**config.mk**
```make
export PLATFORM = sky130hd
export DESIGN_NAME = prsc_station_ctrl
export DESIGN_NICKNAME = d
export VERILOG_FILES = /design/src/core/prsc_pkg.sv /design/src/core/prsc_station_ctrl.sv
export SDC_FILE = /design/constraint.sdc
export NUM_CORES = 1
export LEC_CHECK = 0
export ABC_CLOCK_PERIOD_IN_PS = 2040
export BUFFER_PORTS_ARGS = -buffer_cell sky130_fd_sc_hd__buf_4
export CAP_MARGIN = 5
export CORE_MARGIN = 4
export CORE_UTILIZATION = 51
export CTS_CLUSTER_SIZE = 10
export DETAILED_ROUTE_END_ITERATION = 7
export GPL_ROUTABILITY_DRIVEN = 0
export PLACE_DENSITY = 0.75
export SYNTH_ARGS = -nofsm -noshare
export SYNTH_HDL_FRONTEND = slang
export SYNTH_SLANG_ARGS = --single-unit
```
**constraint.sdc**
```tcl
create_clock -name core_clk -period 2.04 [get_ports core_clk]
set_clock_uncertainty 0.1 [all_clocks]
set_input_delay 0.306 -clock core_clk [delete_from_list [all_inputs] [get_ports core_clk]]
set_output_delay 0.306 -clock core_clk [all_outputs]
set_load 0.1 [all_outputs]
```
**src/core/prsc_pkg.sv**
```systemverilog
// constants and types shared by the parallel receive station control block
package prsc_pkg;
  // clock rate in hertz
  localparam longint unsigned CLK_HZ = 250_000_000;
  // on-hook timeout, seconds
  localparam longint unsigned HANGUP_TIME_S = 15;
  localparam longint unsigned HANGUP_CYCLES = HANGUP_TIME_S * CLK_HZ;
  // character delay window in microseconds; the least figure is used
  localparam longint unsigned CHAR_DELAY_MIN_US = 1800;
  localparam longint unsigned CHAR_DELAY_MAX_US = 4000;
  localparam longint unsigned CHAR_DELAY_CYCLES =
    (CHAR_DELAY_MIN_US * CLK_HZ + 999_999) / 1_000_000;
  // character ready pulse width, microseconds
  localparam longint unsigned PULSE_TIME_US = 30;
  localparam longint unsigned PULSE_CYCLES = PULSE_TIME_US * CLK_HZ / 1_000_000;

  // register byte offsets
  localparam logic [7:0] CTRL_OFFSET = 8'h00;
  localparam logic [7:0] STATUS_OFFSET = 8'h04;
  localparam logic [7:0] COUNT_OFFSET = 8'h08;
  // control fields and reset value
  localparam int CTRL_NORMAL_BIT = 0;
  localparam logic CTRL_NORMAL_RESET = 1'h1;
  // status fields
  localparam int ST_DTR_BIT = 0;
  localparam int ST_TIMER_OK_BIT = 1;
  localparam int ST_TIMER_RUN_BIT = 2;
  localparam int ST_DCD_BIT = 3;
  localparam int ST_DSR_BIT = 4;
  localparam int ST_RM_BIT = 5;
  localparam int ST_PRN_READY_BIT = 6;
  localparam int ST_CHR_BUSY_BIT = 7;

  // positions of the lead inputs in the synchroniser vector
  localparam int LEAD_RM = 0;
  localparam int LEAD_DSR = 1;
  localparam int LEAD_DCD = 2;
  localparam int LEAD_PRN_READY = 3;
  localparam int LEAD_GEN_READY = 4;
  localparam int LEAD_PAPER_LOW = 5;
  localparam int LEAD_TIMING = 6;
  localparam int LEAD_COUNT = 7;
  // idle level of each lead while held in reset
  localparam logic [6:0] LEAD_INIT = 7'h4f;

  typedef enum logic [1:0] {
    CHR_IDLE,
    CHR_DELAY,
    CHR_PULSE,
    CHR_BLOCKED
  } prsc_chr_state_type;
endpackage

```
**src/core/prsc_station_ctrl.sv**
```systemverilog
// station control and parallel receive path with apb registers
//
// Overview of operation
// - drop dtr after carrier has been absent beyond the 15 second hangup time
// - dsr going off at call end resets the hangup timer
// - message receive lead reaches printer turn-on only in normal position
// - dtr on needs general ready high, paper low off until dsr is on, timer not expired
// - low paper blocks dtr before a call, not once a call is up
// - after reset the hangup timer shows not expired
// - message receive lead turns printer on and releases the hangup timer
// - printer ready drives reverse channel ok low toward the data set
// - carrier on clears and stops timer and enables the pulse gate
// - timer expiry turns dtr off so the call is dropped
// - timing fall with carrier starts a 1.8 to 4.0 ms delay, then pulse
// - character ready pulse is low for about 30 us
// - one pulse only while the timing lead stays low
// - timing lead going high re-arms the pulse generator
// - low data input gives mark high output, open input gives space low
// - carrier off enables the hangup timer; expiry releases dtr
// - data outputs last as long as the timing strobe
//
// Local design decisions: the register addresses and register access over APB.
`timescale 1ns/1ps
module prsc_station_ctrl
  import prsc_pkg::*;
#(
  parameter longint unsigned HANGUP_CNT = HANGUP_CYCLES,
  parameter longint unsigned DELAY_CNT = CHAR_DELAY_CYCLES,
  parameter longint unsigned PULSE_CNT = PULSE_CYCLES,
  parameter int ADDR_W = 8,
  parameter int DATA_BITS = 8
) (
  input wire logic core_clk,
  input wire logic reset_n,
  input wire logic psel,
  input wire logic penable,
  input wire logic pwrite,
  input wire logic [ADDR_W-1:0] paddr,
  input wire logic [31:0] pwdata,
  input wire logic [3:0] pstrb,
  output logic [31:0] prdata,
  output logic pready,
  output logic pslverr,
  input wire logic message_receive_lead_n,
  input wire logic dsr_n,
  input wire logic dcd_n,
  input wire logic printer_ready_n,
  input wire logic general_ready,
  input wire logic paper_low,
  input wire logic char_timing_n,
  input wire logic [DATA_BITS-1:0] data_in_n,
  output logic dtr_n,
  output logic printer_turn_on_n,
  output logic reverse_channel_ok_n,
  output logic char_ready_pulse_n,
  output logic [DATA_BITS-1:0] data_out
);
  localparam int IN_W = LEAD_COUNT + DATA_BITS;
  localparam logic [IN_W-1:0] SYNC_INIT = {{DATA_BITS{1'b1}}, LEAD_INIT};
  localparam logic [31:0] HANG_LAST = 32'(HANGUP_CNT - 1);
  localparam logic [19:0] DELAY_LAST = 20'(DELAY_CNT - 1);
  localparam logic [12:0] PULSE_LAST = 13'(PULSE_CNT - 1);

  logic [IN_W-1:0] pins_raw;
  logic [IN_W-1:0] sync1_q;
  logic [IN_W-1:0] sync2_q;
  logic rm_on;
  logic dsr_on;
  logic dcd_on;
  logic prn_ready;
  logic timing_on;
  logic timing_prev_q;
  logic timing_fall;
  logic [DATA_BITS-1:0] data_mark;
  logic normal_q;
  logic hangup_ok_q;
  logic [31:0] hang_cnt_q;
  logic hang_run;
  logic dtr_on_d;
  prsc_chr_state_type chr_state_q;
  prsc_chr_state_type chr_state_d;
  logic [19:0] dly_cnt_q;
  logic [12:0] pls_cnt_q;
  logic [15:0] char_count_q;
  logic [31:0] status_word;
  logic [31:0] rd_mux;
  logic [7:0] reg_addr;
  logic mapped;

  // every lead crosses two flops before use; pins are asynchronous
  assign pins_raw = {data_in_n, char_timing_n, paper_low, general_ready,
                     printer_ready_n, dcd_n, dsr_n, message_receive_lead_n};

  for (genvar i = 0; i < IN_W; i++) begin : g_sync
    always_ff @(posedge core_clk or negedge reset_n) begin
      if (!reset_n) begin
        sync1_q[i] <= SYNC_INIT[i];
        sync2_q[i] <= SYNC_INIT[i];
      end else begin
        sync1_q[i] <= pins_raw[i];
        sync2_q[i] <= sync1_q[i];
      end
    end
  end

  // positive-sense views of the synchronised leads
  assign rm_on = !sync2_q[LEAD_RM];
  assign dsr_on = !sync2_q[LEAD_DSR];
  assign dcd_on = !sync2_q[LEAD_DCD];
  assign prn_ready = !sync2_q[LEAD_PRN_READY];
  assign timing_on = !sync2_q[LEAD_TIMING];
  assign data_mark = ~sync2_q[IN_W-1:LEAD_COUNT];

  // previous timing level for edge detection
  always_ff @(posedge core_clk or negedge reset_n) begin
    if (!reset_n) begin
      timing_prev_q <= 1'b0;
    end else begin
      timing_prev_q <= timing_on;
    end
  end
  assign timing_fall = timing_on && !timing_prev_q;

  // hangup timer runs after message receive while carrier is absent
  assign hang_run = rm_on && !dcd_on && hangup_ok_q;

  // counter is cleared while carrier is on or when the call is gone
  always_ff @(posedge core_clk or negedge reset_n) begin
    if (!reset_n) begin
      hang_cnt_q <= 32'h0000_0000;
    end else if (!dsr_on || dcd_on || !rm_on) begin
      hang_cnt_q <= 32'h0000_0000;
    end else if (hang_run) begin
      hang_cnt_q <= hang_cnt_q + 32'h0000_0001;
    end
  end

  // not-expired flag; dsr dropping at call end restores it
  always_ff @(posedge core_clk or negedge reset_n) begin
    if (!reset_n) begin
      hangup_ok_q <= 1'b1;
    end else if (!dsr_on) begin
      hangup_ok_q <= 1'b1;
    end else if (hang_run && hang_cnt_q == HANG_LAST) begin
      hangup_ok_q <= 1'b0;
    end
  end

  // low paper only matters until the data set has the call up
  // leads read directly so the assignment wakes on every change of them
  assign dtr_on_d = sync2_q[LEAD_GEN_READY] && hangup_ok_q &&
                    (!sync2_q[LEAD_PAPER_LOW] || dsr_on);

  // station leads toward data set and printer, all registered
  always_ff @(posedge core_clk or negedge reset_n) begin
    if (!reset_n) begin
      dtr_n <= 1'b1;
      printer_turn_on_n <= 1'b1;
      reverse_channel_ok_n <= 1'b1;
    end else begin
      dtr_n <= !dtr_on_d;
      printer_turn_on_n <= !(rm_on && normal_q);
      reverse_channel_ok_n <= !prn_ready;
    end
  end

  // character pulse sequencer
  always_comb begin
    chr_state_d = chr_state_q;
    unique case (chr_state_q)
      CHR_IDLE: begin
        if (timing_fall && dcd_on) begin
          chr_state_d = CHR_DELAY;
        end
      end
      CHR_DELAY: begin
        // a strobe that ends early or a lost carrier abandons the character
        if (!timing_on || !dcd_on) begin
          chr_state_d = CHR_IDLE;
        end else if (dly_cnt_q == DELAY_LAST) begin
          chr_state_d = CHR_PULSE;
        end
      end
      CHR_PULSE: begin
        if (pls_cnt_q == PULSE_LAST) begin
          chr_state_d = timing_on ? CHR_BLOCKED : CHR_IDLE;
        end
      end
      CHR_BLOCKED: begin
        if (!timing_on) begin
          chr_state_d = CHR_IDLE;
        end
      end
    endcase
  end

  always_ff @(posedge core_clk or negedge reset_n) begin
    if (!reset_n) begin
      chr_state_q <= CHR_IDLE;
    end else begin
      chr_state_q <= chr_state_d;
    end
  end

  // delay and width counters only advance in their own state
  always_ff @(posedge core_clk or negedge reset_n) begin
    if (!reset_n) begin
      dly_cnt_q <= 20'h00000;
      pls_cnt_q <= 13'h0000;
    end else begin
      dly_cnt_q <= (chr_state_q == CHR_DELAY) ? dly_cnt_q + 20'h00001 : 20'h00000;
      pls_cnt_q <= (chr_state_q == CHR_PULSE) ? pls_cnt_q + 13'h0001 : 13'h0000;
    end
  end

  // pulse output follows the next state so it lines up with the state
  always_ff @(posedge core_clk or negedge reset_n) begin
    if (!reset_n) begin
      char_ready_pulse_n <= 1'b1;
    end else begin
      char_ready_pulse_n <= (chr_state_d != CHR_PULSE);
    end
  end

  // data shown only while the strobe is on, so the pulse sits mid-data
  always_ff @(posedge core_clk or negedge reset_n) begin
    if (!reset_n) begin
      data_out <= '0;
    end else begin
      data_out <= timing_on ? data_mark : '0;
    end
  end

  // characters delivered, wraps silently
  always_ff @(posedge core_clk or negedge reset_n) begin
    if (!reset_n) begin
      char_count_q <= 16'h0000;
    end else if (chr_state_q == CHR_DELAY && chr_state_d == CHR_PULSE) begin
      char_count_q <= char_count_q + 16'h0001;
    end
  end

  // apb slave: zero wait states, error on unmapped offsets
  assign reg_addr = 8'(paddr);
  assign mapped = (reg_addr == CTRL_OFFSET) || (reg_addr == STATUS_OFFSET) ||
                  (reg_addr == COUNT_OFFSET);
  assign pready = 1'b1;
  assign pslverr = psel && penable && !mapped;

  // normal/test selection is the only writable bit
  always_ff @(posedge core_clk or negedge reset_n) begin
    if (!reset_n) begin
      normal_q <= CTRL_NORMAL_RESET;
    end else if (psel && penable && pwrite && reg_addr == CTRL_OFFSET && pstrb[0]) begin
      normal_q <= pwdata[CTRL_NORMAL_BIT];
    end
  end

  always_comb begin
    status_word = 32'h0000_0000;
    status_word[ST_DTR_BIT] = !dtr_n;
    status_word[ST_TIMER_OK_BIT] = hangup_ok_q;
    status_word[ST_TIMER_RUN_BIT] = hang_run;
    status_word[ST_DCD_BIT] = dcd_on;
    status_word[ST_DSR_BIT] = dsr_on;
    status_word[ST_RM_BIT] = rm_on;
    status_word[ST_PRN_READY_BIT] = prn_ready;
    status_word[ST_CHR_BUSY_BIT] = (chr_state_q != CHR_IDLE);
  end

  always_comb begin
    rd_mux = 32'h0000_0000;
    if (reg_addr == CTRL_OFFSET) begin
      rd_mux[CTRL_NORMAL_BIT] = normal_q;
    end else if (reg_addr == STATUS_OFFSET) begin
      rd_mux = status_word;
    end else if (reg_addr == COUNT_OFFSET) begin
      rd_mux = {16'h0000, char_count_q};
    end
  end

  // read data captured in the setup cycle, stable through the access
  always_ff @(posedge core_clk or negedge reset_n) begin
    if (!reset_n) begin
      prdata <= 32'h0000_0000;
    end else if (psel && !penable && !pwrite) begin
      prdata <= rd_mux;
    end
  end
endmodule

```
After elaboration in Yosys (flattened, before gate mapping)
Index checks and enable logic that the tools add are counted.
W data, S select, Z words.
{"block": "op_classes", "add_sub_neg": 4, "n_eq_ne": 10, "n_mux": 18, "bitwise_logic": 1, "n_reduce_logical": 40}
{"operator": "$mux W32", "count": 2}
{"operator": "$add A32 B1 Y32 const B", "count": 1}
{"operator": "$eq A32 B32 Y1 const B", "count": 1}
{"operator": "$mux W16", "count": 2}
{"operator": "$add A20 B1 Y20 const B", "count": 1}
{"operator": "$eq A20 B19 Y1 const B", "count": 1}
{"operator": "$mux W20", "count": 1}
{"operator": "$add A16 B1 Y16 const B", "count": 1}
{"operator": "$logic_and A1 B1 Y1", "count": 16}
{"operator": "$mux W15", "count": 1}
{"operator": "$add A13 B1 Y13 const B", "count": 1}
{"operator": "$eq A13 B13 Y1 const B", "count": 1}
{"operator": "$logic_not A1 Y1", "count": 13}
{"operator": "$mux W13", "count": 1}
{"operator": "$mux W2", "count": 6}
{"operator": "$eq A8 B3 Y1 const B", "count": 1}
{"operator": "$eq A8 B4 Y1 const B", "count": 1}
{"operator": "$logic_not A8 Y1", "count": 1}
{"operator": "$mux W8", "count": 1}
{"operator": "$not A8 Y8", "count": 1}
{"operator": "$pmux W2 S4", "count": 1}
{"operator": "$eq A2 B2 Y1 const B", "count": 3}
{"operator": "$logic_or A1 B1 Y1", "count": 6}
{"operator": "$reduce_bool A2 Y1", "count": 3}
{"operator": "other kinds (4)", "count": 6}
{"block": "totals", "register_bits": 160, "inputBits": 64, "out_inout_bits": 46, "wordCells": 117}

Longest topological paths before layout
{"block": "logic_depth", "depth_word": 7, "depth_mapped": 6, "ltp_nobuf": 5}

Worst setup path after synthesis
Ideal clock, no wire load.
{"block": "synth_timing", "path_kind": "input-to-output", "from": "input port paddr[5]", "to": "output port pslverr", "t_arrival_ns": 2.018, "t_required_ns": 1.634, "slack_ns": -0.384, "cell_stages": 2, "n_path_buf": 0, "path_cell_list": "nor4_1 > a31oi_1"}
{"block": "synth_via", "elab_chain_len": 5, "elab_cells_between_ends": 7}
{"item": "start: declaration", "line_no": "prsc_station_ctrl.sv:38", "source": "input wire logic [ADDR_W-1:0] paddr,"}
{"item": "$eq A8 B3 Y1 / $logic_not A8 Y1 (equally long branches)", "line_no": "prsc_station_ctrl.sv:245", "source": "assign mapped = (reg_addr == CTRL_OFFSET) || (reg_addr == STATUS_OFFSET) ||"}
{"item": "$logic_or A1 B1 Y1", "line_no": "prsc_station_ctrl.sv:245"}
{"item": "$logic_or A1 B1 Y1 *", "line_no": "prsc_station_ctrl.sv:245"}
{"item": "$logic_not A1 Y1 *", "line_no": "prsc_station_ctrl.sv:248", "source": "assign pslverr = psel && penable && !mapped;"}
{"item": "$logic_and A1 B1 Y1 *", "line_no": "prsc_station_ctrl.sv:248"}
{"item": "end: declaration", "line_no": "prsc_station_ctrl.sv:43", "source": "output logic pslverr,"}
Mark *: on every way between the ends. The rest lies on a longest branch, timed or not.

Worst setup path after layout
{"block": "layout_timing", "from": "register hang_cnt_q[11]", "to": "register hang_cnt_q[31]"}
{"block": "layout_via", "elab_chain_len": 3}
{"item": "start: declaration", "line_no": "prsc_station_ctrl.sv:77", "source": "logic [31:0] hang_cnt_q;"}
{"item": "start signal: assignment", "line_no": "prsc_station_ctrl.sv:134", "source": "hang_cnt_q <= hang_cnt_q + 32'h0000_0001;"}
{"item": "$add A32 B1 Y32", "line_no": "prsc_station_ctrl.sv:134"}
{"item": "$mux W32", "line_no": "prsc_station_ctrl.sv:133", "source": "end else if (hang_run) begin"}
{"item": "$mux W32", "line_no": "prsc_station_ctrl.sv:131", "source": "end else if (!dsr_on || dcd_on || !rm_on) begin"}
Every way passes these cells. The select of a mux whose other input is x is not followed.
A chain may end at the register's enable or synchronous reset.

==> impl_metrics.json <==
{
  "setup_tns_ps": 0,
  "fin_util_pct": 66.6,
  "synth.avg_cell_area_sq_um": 10.8,
  "power.density_nw_per_um2": 806,
  "crit_required_ps": 2270,
  "clock_latency_ps": 410,
  "antennaDiodeCount": 0,
  "cts_made_buffers": 17,
  "place_ws_ps": 19.9,
  "postSynth.asyncResetShare_pct": 100,
  "layout_setup_ws_ps": 54.5,
  "ir_drop_mv": 0.538,
  "start_util_pct": 53.0,
  "synth_edf_count": 0,
  "die_height_microns": 121,
  "start_kind": "flip-flop",
  "drc_errors": 0,
  "period_share_pct": 97.3,
  "ys_ff_latch": 144,
  "synth_most_common_cell": "dfrtp_1",
  "firstDrtPassIters": 4,
  "syn-cell-area_sq_um": 6470,
  "synth_top_area_cell": "dfrtp_1",
  "layout_min_cycle_time_ps": 1990,
  "clk_pin_slew_worst_paths_ps": 60,
  "dpl.hpwl_microns": 9600,
  "htree_levels": 4,
  "status": "finished, final reports clean",
  "syn_inst": 601,
  "rsz0062_at_grt": "yes",
  "core_sq_um": 12200,
  "hold_slack_ps": 36.6,
  "die_area_sq_um": 14600,
  "path_class": "flip-flop to flip-flop",
  "routed_via_density": 5.59,
  "arrival_ps": 2220,
  "relSlewSlack_pct": 66.3,
  "grt_pass1_wl_microns": 23200,
  "antenna_found_initial": 0,
  "grt.total_usage_pct": 19.7,
  "worstPathMaxFanout": 24,
  "port_buffers": 58,
  "instances_no_fill": 897,
  "place_inst": 849,
  "root_buffer": "clkbuf_16",
  "finalSetupViolCount": 0,
  "wl_per_cell_microns": 15.5,
  "cts_buffer_depth": 2,
  "io_pins": 110,
  "synthFlopType": "dfrtp_1",
  "vias": 5015,
  "hold_path.class": "input port to flip-flop",
  "synth_area_leaders": "dfrtp_1 43%, dfstp_2 13%, nor2_1 3.0%, xor2_1 3.0%, xnor2_1 2.7%",
  "synth_top_area_share_pct": 43.3,
  "antenna_left": 0,
  "grt_start_max_net_pins": 50,
  "grt-ovfl-total": 0,
  "fin_nets": 784,
  "synth_cell_types": 53,
  "drt_wl_total_microns": 13900,
  "rows": 40,
  "cts_setup_buffers": 0,
  "filler_cell_count": 941,
  "final_max_slew_viol_count": 0,
  "yosysWarnings": 0,
  "fmax_mhz": 504,
  "synth_commonest_cells": "112 x dfrtp_1, 52 x nor2_1, 40 x nand2_1",
  "tightest_slew_ps": 505,
  "cts_tree": "done",
  "dr.first_iter.drc_count": 263,
  "endpoint_kind": "flip-flop",
  "area_growth_syn_to_layout_pct": 25.7,
  "fp.dieW_microns": 121,
  "drive_above_1_share_pct": 25.2,
  "hold_viol_final": 0,
  "cts_sinks": 144,
  "grt_pass1_vias": 4913,
  "maxCapViolations": 0,
  "yosysSeqAreaShare_pct": 56.3,
  "leakage_nw": 3.55
}
==> stage by stage <==
| step | power, mW | instance area [sq um] |
|---|---|---|
| after floorplan | 3.30 | 6530 |
| after CTS | 6.62 | 8090 |
| after detailed placement | 3.44 | 7320 |
| after global routing | 6.78 | 8140 |
| after global placement | 3.44 | 7320 |
| final | 6.56 | 8140 |
==> cells in the final DEF, fill, tap and decap left out, types with 20 or more instances in the layout <==
master     n
a21oi_1   30
nand4_1   27
dfstp_2   32
o31ai_1   22
nand2_1   40
nand3_1   27
dfrtp_1  111
buf_4     97
xor2_1    22
xnor2_1   20
nor2_1    52
==> final timing paths <==
path | startpoint | endpoint | slack (ps) | cells past startpoint
max reg2reg | hang_cnt_q[11]$_DFFE_PN0P_ | hang_cnt_q[31]$_DFFE_PN0P_ | 50 | 4
min in group asynchronous | reset_n | dly_cnt_q[19]$_DFF_PN0_ | 300 | 2
max in group asynchronous | reset_n | sync2_q[9]$_DFF_PN1_ | 880 | 3
min | pwdata[0] | normal_q$_DFFE_PN1P_ | 40 | 2
max | hang_cnt_q[11]$_DFFE_PN0P_ | hang_cnt_q[31]$_DFFE_PN0P_ | 50 | 4
min reg2reg | sync1_q[12]$_DFF_PN1_ | sync2_q[12]$_DFF_PN1_ | 260 | 0
==> registers in the layout, summed over array words and instances, names as in the netlist <==
signal	count
reverse_channel_ok_n	1
hangup_ok_q	1
data_out	8
hang_cnt_q	32
dly_cnt_q	20
printer_turn_on_n	1
pls_cnt_q	13
timing_prev_q	1
dtr_n	1
char_count_q	16
sync1_q	15
normal_q	1
sync2_q	15
prdata	16
chr_state_q	2
char_ready_pulse_n	1
==> where the power goes <==
group	internal, mW	switching (mW)	total, mW	leakage, nW
Clock	2.02	1.12	3.14	0.289
Sequential	2.93	0.0216	2.95	1.88
Combinational	0.114	0.356	0.470	1.39
Total	5.06	1.50	6.56	3.55
==> layer usage <==
layer | vias up | GRT usage (%) | wire (microns)
met1 | 2439 | 26.1 | 6270
met2 | 169 | 31.6 | 6620
met3 | 21 | 4.96 | 823
met5 | - | 0 | 0
met4 | 0 | 6.94 | 231
li1 | 2386 | - | -
==> layout make-up <==
class	count	area [sq um]	area share, %
flip-flops and latches	144	3640	44.8
multi-input cells	422	2670	32.8
repair buffers	117	951	11.7
clock buffers	23	478	5.88
well taps	168	210	2.58
clock inverters	9	131	1.61
inverters	14	52.6	0.646
==> timing repair <==
action | CTS | global route
endpoints found under the setup margin | 0 | 15
hold buffers | 16 | 0
gates resized for setup | 0 | 8
hold endpoints to repair | 54 | 0
==> cell families (layout without fill, tap and decap cells) <==
kind of cell / Yosys count / count (layout) / synth area share (%)
AOI/OAI and AO/OA: 86 / 86 / 8.76
xor gates and xnor gates: 42 / 42 / 5.68
adders and majority gates: 4 / 4 / 0.773
buffers and inverters: 50 / 163 / 4.08
DFF: 144 / 144 / 56.3
muxes: 9 / 9 / 1.43
other: 2 / 17 / 0.116
and+or+nand+nor: 264 / 264 / 22.9
==> critical path, stage by stage (launching register included) <==
cell and delay [ps]:
dfrtp_1 440, nand4_2 160, or3_4 520, or4_1 540
a21oi_1 160
Note: power is estimated with default switching activity, not from simulation.
